===== config.mk =====
export PLATFORM = sky130hd
export DESIGN_NAME = dcf_fifo
export DESIGN_NICKNAME = d
export VERILOG_FILES = /design/src/hw/dcf_pkg.sv /design/src/hw/dcf_sync.sv /design/src/hw/dcf_mem.sv /design/src/hw/dcf_fifo.sv
export SDC_FILE = /design/constraint.sdc
export NUM_CORES = 2
export LEC_CHECK = 0
export BUFFER_PORTS_ARGS = -buffer_cell sky130_fd_sc_hd__buf_4
export CORE_AREA = 8 8 415 417
export DETAILED_ROUTE_END_ITERATION = 12
export DIE_AREA = 0 0 423 425
export PLACE_DENSITY_LB_ADDON = 0.25
export RECOVER_POWER = 25
export SLEW_MARGIN = 10
export SYNTH_ARGS = -nofsm -noshare
export SYNTH_HDL_FRONTEND = slang
export SYNTH_SLANG_ARGS = --single-unit

===== constraint.sdc =====
create_clock -name clk -period 4 [get_ports clk]
set_input_delay 0 -clock clk [delete_from_list [all_inputs] [get_ports clk]]
set_output_delay 0 -clock clk [all_outputs]
set_load 0.01 [all_outputs]

===== src/hw/dcf_pkg.sv =====
package dcf_pkg;

    // Data path and storage geometry.
    localparam int DATA_W = 9;
    localparam int ADDR_W = 8;
    localparam int CNT_W  = 9;
    localparam logic [CNT_W-1:0] DEPTH = 9'h100;

    // Offset register file geometry.
    localparam int OFF_W  = 8;
    localparam int OFF_N  = 4;

    // Rotating load and read positions of the offset registers.
    localparam logic [1:0] OFF_EMPTY_LO = 2'h0;
    localparam logic [1:0] OFF_EMPTY_HI = 2'h1;
    localparam logic [1:0] OFF_FULL_LO  = 2'h2;
    localparam logic [1:0] OFF_FULL_HI  = 2'h3;
    localparam logic [1:0] OFF_POS_RST  = 2'h0;

    // Four offset bytes, index 0 is the empty offset low byte.
    typedef logic [OFF_N-1:0][OFF_W-1:0] dcf_off_t;

    // Both offsets default to seven words.
    localparam dcf_off_t OFF_DEFAULT = {8'h00, 8'h07, 8'h00, 8'h07};

    // Values held by the data path and flags after reset.
    localparam logic [DATA_W-1:0] RDATA_RST = 9'h000;
    localparam logic [ADDR_W-1:0] PTR_RST   = 8'h00;
    localparam logic [CNT_W-1:0]  CNT_RST   = 9'h000;
    localparam logic FULL_N_RST    = 1'b1;
    localparam logic AFULL_N_RST   = 1'b1;
    localparam logic EMPTY_N_RST   = 1'b0;
    localparam logic AEMPTY_N_RST  = 1'b0;
    localparam logic OE_RST        = 1'b0;

    // Reset-to-flag time and its count of system clock cycles.
    localparam int CLK_PERIOD_NS = 10;
    localparam int RSF_NS        = 10;
    localparam int RSF_CYC_RAW   = RSF_NS / CLK_PERIOD_NS;
    localparam int RSF_CYC       = (RSF_CYC_RAW < 1) ? 1 : RSF_CYC_RAW;

    // Configuration caught while the device reset pin is low.
    typedef enum logic {
        DCF_MODE_PROG = 1'b0,
        DCF_MODE_TWO  = 1'b1
    } dcf_mode_t;

    // Every pin input of the device, carried through the synchroniser.
    typedef struct packed {
        logic              mrst_n;
        logic              wclk;
        logic              wen_a_n;
        logic              wen_b_ld;
        logic [DATA_W-1:0] wdata;
        logic              rclk;
        logic              ren_a_n;
        logic              ren_b_n;
        logic              oe_n;
    } dcf_pins_t;

    // Synchroniser contents after reset: device held in reset, idle.
    localparam dcf_pins_t PINS_RST = '{
        mrst_n:   1'b0,
        wclk:     1'b0,
        wen_a_n:  1'b1,
        wen_b_ld: 1'b0,
        wdata:    9'h000,
        rclk:     1'b0,
        ren_a_n:  1'b1,
        ren_b_n:  1'b1,
        oe_n:     1'b1
    };

endpackage


===== src/hw/dcf_sync.sv =====
`timescale 1ns/10ps
module dcf_sync #(
    parameter int            W    = 1,
    parameter logic [W-1:0]  INIT = '0
) (
    // System clock and reset.
    input  logic          clk,
    input  logic          resetn,
    // Asynchronous inputs and their synchronised copy.
    input  logic [W-1:0]  d,
    output logic [W-1:0]  q
);

    logic [W-1:0] s1_r;
    logic [W-1:0] s2_r;

    // Two flip-flops in a row; only the second stage is seen outside.
    always_ff @(posedge clk) begin
        if (!resetn) begin
            s1_r <= INIT;
            s2_r <= INIT;
        end else begin
            s1_r <= d;
            s2_r <= s1_r;
        end
    end

    assign q = s2_r;

endmodule // dcf_sync


===== src/hw/dcf_mem.sv =====
`timescale 1ns/10ps
module dcf_mem #(
    parameter int AW = 8,
    parameter int DW = 9
) (
    // System clock.
    input  logic          clk,
    // Write port.
    input  logic          wr_en,
    input  logic [AW-1:0] wr_addr,
    input  logic [DW-1:0] wr_data,
    // Read port, combinational.
    input  logic [AW-1:0] rd_addr,
    output logic [DW-1:0] rd_data
);

    logic [DW-1:0] mem_r [2**AW];

    // Storage array; it has no reset, the pointers decide what is valid.
    always_ff @(posedge clk) begin
        if (wr_en) begin
            mem_r[wr_addr] <= wr_data;
        end
    end

    // The word under the read pointer is always on offer.
    assign rd_data = mem_r[rd_addr];

endmodule // dcf_mem


===== src/hw/dcf_fifo.sv =====
// What this block does
// - Device reset puts the read and write pointers on the first location.
// - Reset drives full and almost-full high, empty and almost-empty low.
// - Reset clears the output register and restores default offsets.
// - Writes and full-side flags move only on write clock rising edges.
// - Write and read clocks may be unrelated or the same clock.
// - Flag mode stores a word per write edge while enable A is low and load is high.
// - Two-enable mode writes only with enable A low and enable B high.
// - The dual-purpose pin is latched during reset to choose the mode.
// - Full holds full low and ignores writes; a read lets it rise.
// - Full goes low after as many writes as the buffer depth.
// - A read edge with both read enables low loads the output register.
// - Either read enable high keeps the output register unchanged.
// - A zero fill level gives empty low on read clock; reads then ignored.
// - A write into an empty buffer raises empty on a later read edge.
// - Output drive low drives read data; high leaves the bus undriven.
// - Flag mode offers four byte-wide offset registers, writable and readable.
// - Load edges rotate empty low, empty high, full low, full high, wrap.
// - Leaving load mode keeps the position; the next load continues.
// - Load low plus both read enables reads offsets in the same rotation.
// - Almost-full goes low at depth minus the full offset, default seven.
// - Almost-empty low when fill is at most the empty offset, on read clock.
// - Almost-empty low from zero to n; almost-full low from depth minus m.
// - Empty and full offsets both default to seven after reset.
`timescale 1ns/10ps
module dcf_fifo
    import dcf_pkg::*;
(
    // System clock and reset.
    input  logic              clk,
    input  logic              resetn,
    // Device reset pin.
    input  logic              master_reset_n,
    // Write port pins.
    input  logic              write_clock,
    input  logic              write_enable_a_n,
    input  logic              write_enable_b_or_load,
    input  logic [DATA_W-1:0] write_data,
    // Read port pins.
    input  logic              read_clock,
    input  logic              read_enable_a_n,
    input  logic              read_enable_b_n,
    input  logic              output_drive_n,
    // Read data bus with its output enable.
    output logic [DATA_W-1:0] read_data,
    output logic              read_data_oe,
    // Status flags, all active low.
    output logic              full_n,
    output logic              almost_full_n,
    output logic              empty_n,
    output logic              almost_empty_n
);

    dcf_pins_t         pins_raw;
    dcf_pins_t         pins;
    logic              wclk_d_r;
    logic              rclk_d_r;
    logic              wclk_rise;
    logic              rclk_rise;
    logic              dev_rst;
    logic              wr_ok;
    logic              ld_wr;
    logic              rd_both;
    logic              off_rd;
    logic              rd_ok;
    logic [DATA_W-1:0] mem_rd_data;
    logic [15:0]       empty_off;
    logic [15:0]       full_off;
    logic [16:0]       fill_plus_m;
    logic [ADDR_W-1:0] wr_ptr_r;
    logic [ADDR_W-1:0] wr_ptr_nxt;
    logic [ADDR_W-1:0] rd_ptr_r;
    logic [ADDR_W-1:0] rd_ptr_nxt;
    logic [CNT_W-1:0]  cnt_r;
    logic [CNT_W-1:0]  cnt_nxt;
    logic [DATA_W-1:0] rdata_r;
    logic [DATA_W-1:0] rdata_nxt;
    logic              oe_r;
    logic              oe_nxt;
    logic              full_n_r;
    logic              full_n_nxt;
    logic              afull_n_r;
    logic              afull_n_nxt;
    logic              empty_n_r;
    logic              empty_n_nxt;
    logic              aempty_n_r;
    logic              aempty_n_nxt;
    dcf_off_t          off_r;
    dcf_off_t          off_nxt;
    logic [1:0]        ld_pos_r;
    logic [1:0]        ld_pos_nxt;
    dcf_mode_t         mode_r;
    dcf_mode_t         mode_nxt;

    // Gather every pin into one word so they share the same delay.
    assign pins_raw = '{
        mrst_n:   master_reset_n,
        wclk:     write_clock,
        wen_a_n:  write_enable_a_n,
        wen_b_ld: write_enable_b_or_load,
        wdata:    write_data,
        rclk:     read_clock,
        ren_a_n:  read_enable_a_n,
        ren_b_n:  read_enable_b_n,
        oe_n:     output_drive_n
    };

    // Both pin clocks and their qualifiers cross into clk together.
    dcf_sync #(
        .W    ($bits(dcf_pins_t)),
        .INIT (PINS_RST)
    ) u_sync (
        .clk    (clk),
        .resetn (resetn),
        .d      (pins_raw),
        .q      (pins)
    );

    // Storage array, written at the write pointer, read at the read one.
    dcf_mem #(
        .AW (ADDR_W),
        .DW (DATA_W)
    ) u_mem (
        .clk     (clk),
        .wr_en   (wr_ok),
        .wr_addr (wr_ptr_r),
        .wr_data (pins.wdata),
        .rd_addr (rd_ptr_r),
        .rd_data (mem_rd_data)
    );

    // Pin clock edges become one-cycle events, shared clocks alike.
    always_ff @(posedge clk) begin
        if (!resetn) begin
            wclk_d_r <= 1'b0;
            rclk_d_r <= 1'b0;
        end else begin
            wclk_d_r <= pins.wclk;
            rclk_d_r <= pins.rclk;
        end
    end
    assign wclk_rise = pins.wclk && !wclk_d_r;
    assign rclk_rise = pins.rclk && !rclk_d_r;
    assign dev_rst   = !pins.mrst_n;

    // Offsets in use; in two-enable mode they stay at the defaults.
    assign empty_off   = {off_r[OFF_EMPTY_HI], off_r[OFF_EMPTY_LO]};
    assign full_off    = {off_r[OFF_FULL_HI], off_r[OFF_FULL_LO]};
    assign fill_plus_m = {8'h00, cnt_nxt} + {1'b0, full_off};

    // Decode the accepted operations of this cycle.
    always_comb begin
        // A write needs enable A low and pin B high; full refuses it.
        wr_ok   = wclk_rise && !dev_rst && !pins.wen_a_n
                  && pins.wen_b_ld && full_n_r;
        // Offset load only exists in the programmable-flag mode.
        ld_wr   = wclk_rise && !dev_rst && (mode_r == DCF_MODE_PROG)
                  && !pins.wen_a_n && !pins.wen_b_ld;
        rd_both = rclk_rise && !dev_rst
                  && !pins.ren_a_n && !pins.ren_b_n;
        off_rd  = rd_both && (mode_r == DCF_MODE_PROG)
                  && !pins.wen_b_ld;
        // Reads of the array are ignored while the empty flag is low.
        rd_ok   = rd_both && !off_rd && empty_n_r;
    end

    // Next values of pointers, fill level, output register and flags.
    always_comb begin
        wr_ptr_nxt   = wr_ptr_r;
        rd_ptr_nxt   = rd_ptr_r;
        cnt_nxt      = cnt_r;
        rdata_nxt    = rdata_r;
        full_n_nxt   = full_n_r;
        afull_n_nxt  = afull_n_r;
        empty_n_nxt  = empty_n_r;
        aempty_n_nxt = aempty_n_r;
        oe_nxt       = !pins.oe_n;
        if (dev_rst) begin
            wr_ptr_nxt   = PTR_RST;
            rd_ptr_nxt   = PTR_RST;
            cnt_nxt      = CNT_RST;
            rdata_nxt    = RDATA_RST;
            full_n_nxt   = FULL_N_RST;
            afull_n_nxt  = AFULL_N_RST;
            empty_n_nxt  = EMPTY_N_RST;
            aempty_n_nxt = AEMPTY_N_RST;
        end else begin
            // An eight-bit pointer over 256 words wraps by itself.
            if (wr_ok) begin
                wr_ptr_nxt = wr_ptr_r + 8'h01;
                cnt_nxt    = cnt_nxt + 9'h001;
            end
            if (rd_ok) begin
                rd_ptr_nxt = rd_ptr_r + 8'h01;
                cnt_nxt    = cnt_nxt - 9'h001;
                rdata_nxt  = mem_rd_data;
            end else if (off_rd) begin
                rdata_nxt  = {1'b0, off_r[ld_pos_r]};
            end
            // Full-side flags follow the write clock only.
            if (wclk_rise) begin
                full_n_nxt  = (cnt_nxt != DEPTH);
                afull_n_nxt = (fill_plus_m < {8'h00, DEPTH});
            end
            // Empty-side flags move on read edges; a write shows later.
            if (rclk_rise) begin
                empty_n_nxt  = (cnt_nxt != CNT_RST);
                aempty_n_nxt = ({7'h00, cnt_nxt} > empty_off);
            end
        end
    end

    // Register the data path and flags.
    always_ff @(posedge clk) begin
        if (!resetn) begin
            wr_ptr_r   <= PTR_RST;
            rd_ptr_r   <= PTR_RST;
            cnt_r      <= CNT_RST;
            rdata_r    <= RDATA_RST;
            oe_r       <= OE_RST;
            full_n_r   <= FULL_N_RST;
            afull_n_r  <= AFULL_N_RST;
            empty_n_r  <= EMPTY_N_RST;
            aempty_n_r <= AEMPTY_N_RST;
        end else begin
            wr_ptr_r   <= wr_ptr_nxt;
            rd_ptr_r   <= rd_ptr_nxt;
            cnt_r      <= cnt_nxt;
            rdata_r    <= rdata_nxt;
            oe_r       <= oe_nxt;
            full_n_r   <= full_n_nxt;
            afull_n_r  <= afull_n_nxt;
            empty_n_r  <= empty_n_nxt;
            aempty_n_r <= aempty_n_nxt;
        end
    end

    // Next values of the offset bytes, their position and the mode.
    always_comb begin
        off_nxt    = off_r;
        ld_pos_nxt = ld_pos_r;
        mode_nxt   = mode_r;
        if (dev_rst) begin
            off_nxt    = OFF_DEFAULT;
            ld_pos_nxt = OFF_POS_RST;
            mode_nxt   = dcf_mode_t'(pins.wen_b_ld);
        end else if (ld_wr) begin
            // Load and read share one position, so a partial load resumes.
            off_nxt[ld_pos_r] = pins.wdata[OFF_W-1:0];
            ld_pos_nxt        = ld_pos_r + 2'h1;
        end else if (off_rd) begin
            ld_pos_nxt        = ld_pos_r + 2'h1;
        end
    end

    // Register the offset bytes, position and mode.
    always_ff @(posedge clk) begin
        if (!resetn) begin
            off_r    <= OFF_DEFAULT;
            ld_pos_r <= OFF_POS_RST;
            mode_r   <= DCF_MODE_PROG;
        end else begin
            off_r    <= off_nxt;
            ld_pos_r <= ld_pos_nxt;
            mode_r   <= mode_nxt;
        end
    end

    // Every output comes straight from a flip-flop.
    assign read_data      = rdata_r;
    assign read_data_oe   = oe_r;
    assign full_n         = full_n_r;
    assign almost_full_n  = afull_n_r;
    assign empty_n        = empty_n_r;
    assign almost_empty_n = aempty_n_r;
endmodule // dcf_fifo


==> impl_metrics.yaml <==
run_status:
  status: "finished, violations left"
  violations: "max-capacitance violations, max-slew violations"
floorplanning:
  num_io_pins: 33
  core_um2: 166000
  fp.dieW_um: 423
  dieArea_um2: 180000
  initial_core_util_pct: 56.5
  dieHeight_um: 425
  rows: 150
cells_and_area:
  final_util_pct: 64.1
  layout_common_cells: "edfxtp_1 (2304), mux4_2 (506), nor2_1 (301)"
  fin_cells: 7420
  drive_gt1_share_pct: 22.6
  register_area_um2: 71600
  final_common_cell: "edfxtp_1"
  multiInputGateArea_um2: 20900
  final_area_um2: 106000
  final_nets: 5064
  syn2layout_area_growth_pct: 13.4
  nFillCells: 11000
  antenna_cells: 0
synthesis:
  yosysSeqAreaShare_pct: 76.3
  syn_inst: 4686
  syn_area_um2: 93800
  synth_area_leaders: "edfxtp_1 (74%), mux4_2 (12%), dfxtp_1 (2.5%), mux2i_1 (2.4%), a22oi_1 (1.5%)"
  synthDominantCellAreaShare_pct: 73.8
  async_reset_ff_share_pct: 0
  syn_nets: 4733
  synth-edff-count: 2304
  synth_top_cell_by_area: "edfxtp_1"
  synth_cell_types: 62
  ys_ff_latch: 2422
  yosysWarnings: 0
  synth_flop_cell: "edfxtp_1"
  syn_avg_cell_area_um2: 20.0
clock_tree:
  cts_sinks: 2422
  cts_tree: "yes"
  root_buffer: "clkbuf_16"
  numCtsBuffers: 230
  clock_path_buffers: 3
  cts_max_level: 4
  clkTransAtPathRegs_ps: 70
  insertion_delay_ps: 880
setup_path:
  worst-setup-path-type: "register to register"
  r2r_end: "read_data[7]"
  r2r_cells: 10
  path_cells: "buf_4 -> nor2b_4 -> buf_4 -> buf_4 -> a221oi_1 -> a21oi_1 -> a21oi_1 -> a32o_1 -> nand3_1 -> a21oi_1"
  end_kind: "register"
  required_ps: 4800
  max_stage_delay_ps: 730
  slowest_stage: "dfxtp_4"
  cp_max_fo: 19
  cp.arrival_ps: 4630
  cp-start-kind: "register"
  r2r_slack_ps: 170
detailed_routing:
  via_count: 48300
  routed_wl_um: 234000
  first_iter_violations: 6190
  wl_per_cell_um: 31.5
  dr.pass1.iters: 6
  drcViolationCount: 0
  ant_nets: 0
  viasPerCell: 6.51
hold_path:
  min_from: "u_sync.q[0]"
  min_to: "read_data_oe"
  min_path_type: "register to register"
  whs_path_depth: 1
sta:
  min_period_over_period_pct: 95.7
  finClkSkew_ps: 67.0
  holdWs_ps: 392
  finalCriticalPeriod_ps: 3830
  tightest_slew_ps: 3360
  tns_ps: 0
  clock.fmax_mhz: 261
  rsz0062_at_grt: "false"
  finalMaxSlewViolations: 1105
  setup_violations: 0
  final_hold_viol_count: 0
  setup_slack_ps: 172
  slew_headroom_pct: -124
placement:
  dp_hpwl_um: 146000
  postPlaceCellArea_um2: 98300
  io_buffer_count: 32
  dp.cells: 6934
  dp_slack_ps: 252
  place.gp.congestion: 0.899
global_routing:
  first_global_vias: 48600
  grt_pass1_wl_um: 338000
  grt_max_degree: 146
  antenna_found_initial: 5
  track_usage_pct: 25.6
  grt_overflow: 0
run:
  maxCapViolCount: 13
power_and_ir_drop:
  p_total_mw: 49.8
  leakagePower_nw: 37.0
  ir_worst_vdd_v: 0.000511
  pwr_density_cell_nw_per_um2: 469
==> sequential cells by signal (all words and copies together) (netlist names), named ones only <==
signal and cells:
u_mem.mem_r 2304, u_sync.q 17, u_sync.s1_r 17, empty_off 16, full_off 16, cnt_r 9
read_data 9, rd_ptr_r 8, wr_ptr_r 8, ld_pos_r 2, almost_empty_n 1, almost_full_n 1
empty_n 1, full_n 1, mode_r 1, rclk_d_r 1, read_data_oe 1, wclk_d_r 1
==> synthesized netlist by cell type, drive strengths merged, types with 55 or more instances <==
master,instances
o21ai,55
nand2,116
clkbuf,120
nor2,305
nand3,88
mux4,506
buf,155
a21oi,111
edfxtp,2304
dfxtp,118
a22oi,182
mux2i,221
==> power by group <==
part | total (mW) | internal (mW) | switching, mW
sequential | 27.7 | 27.7 | 0.0790
combinational | 0.350 | 0.0805 | 0.269
clock | 21.7 | 12.3 | 9.47
total | 49.8 | 40.0 | 9.82
==> per-layer routing <==
| metal | vias up | GRT usage [%] | wire [µm] |
|---|---|---|---|
| met4 | 10 | 10.8 | 11100 |
| met5 | - | 0 | 56 |
| li1 | 20000 | - | - |
| met1 | 25200 | 35.3 | 89900 |
| met2 | 2537 | 40.0 | 110000 |
| met3 | 501 | 6.07 | 22400 |
==> final cells by class <==
type	instances	area share, %
flip-flops and latches	2422	67.3
multi-input cells	1970	19.7
clock buffers	291	5.71
repair buffers	374	3.21
well taps	2204	2.59
clock inverters	140	1.44
inverters	19	0.0682
==> worst max-delay path: cells and delay by family (launching register included) <==
kind,cells,cell delay [ps]
AOI/OAI and AO/OA,5,1690
and+or+nand+nor,2,440
buffers and inverters,3,860
DFF,1,730
==> what timing repair did <==
action	4_1_cts	5_1_grt
setup endpoints to repair	0	1
buffers inserted	0	2
hold buffers	53	0
resized for setup	0	12
hold endpoints to repair	42	0
==> how the worst max path moves through the flow <==
stage	to	slack [ps]
finish	read_data[7]	170
global route	almost_full_n	10
CTS	almost_full_n	200
detailed placement	almost_full_n	250
global placement	read_data[6]	-150
floorplan	u_mem.mem_r[0][8]	-230
==> kinds of logic after synthesis <==
family,share of synthesized area [%]
AO/OA/AOI/OAI,3.66
XOR/XNOR,0.252
AND/OR/NAND/NOR,3.38
multiplexers,14.5
flip-flops,76.3
buffers and inverters,1.54
adder cells (fa/ha/maj),0.374
Power figures use the tool's default switching activity.
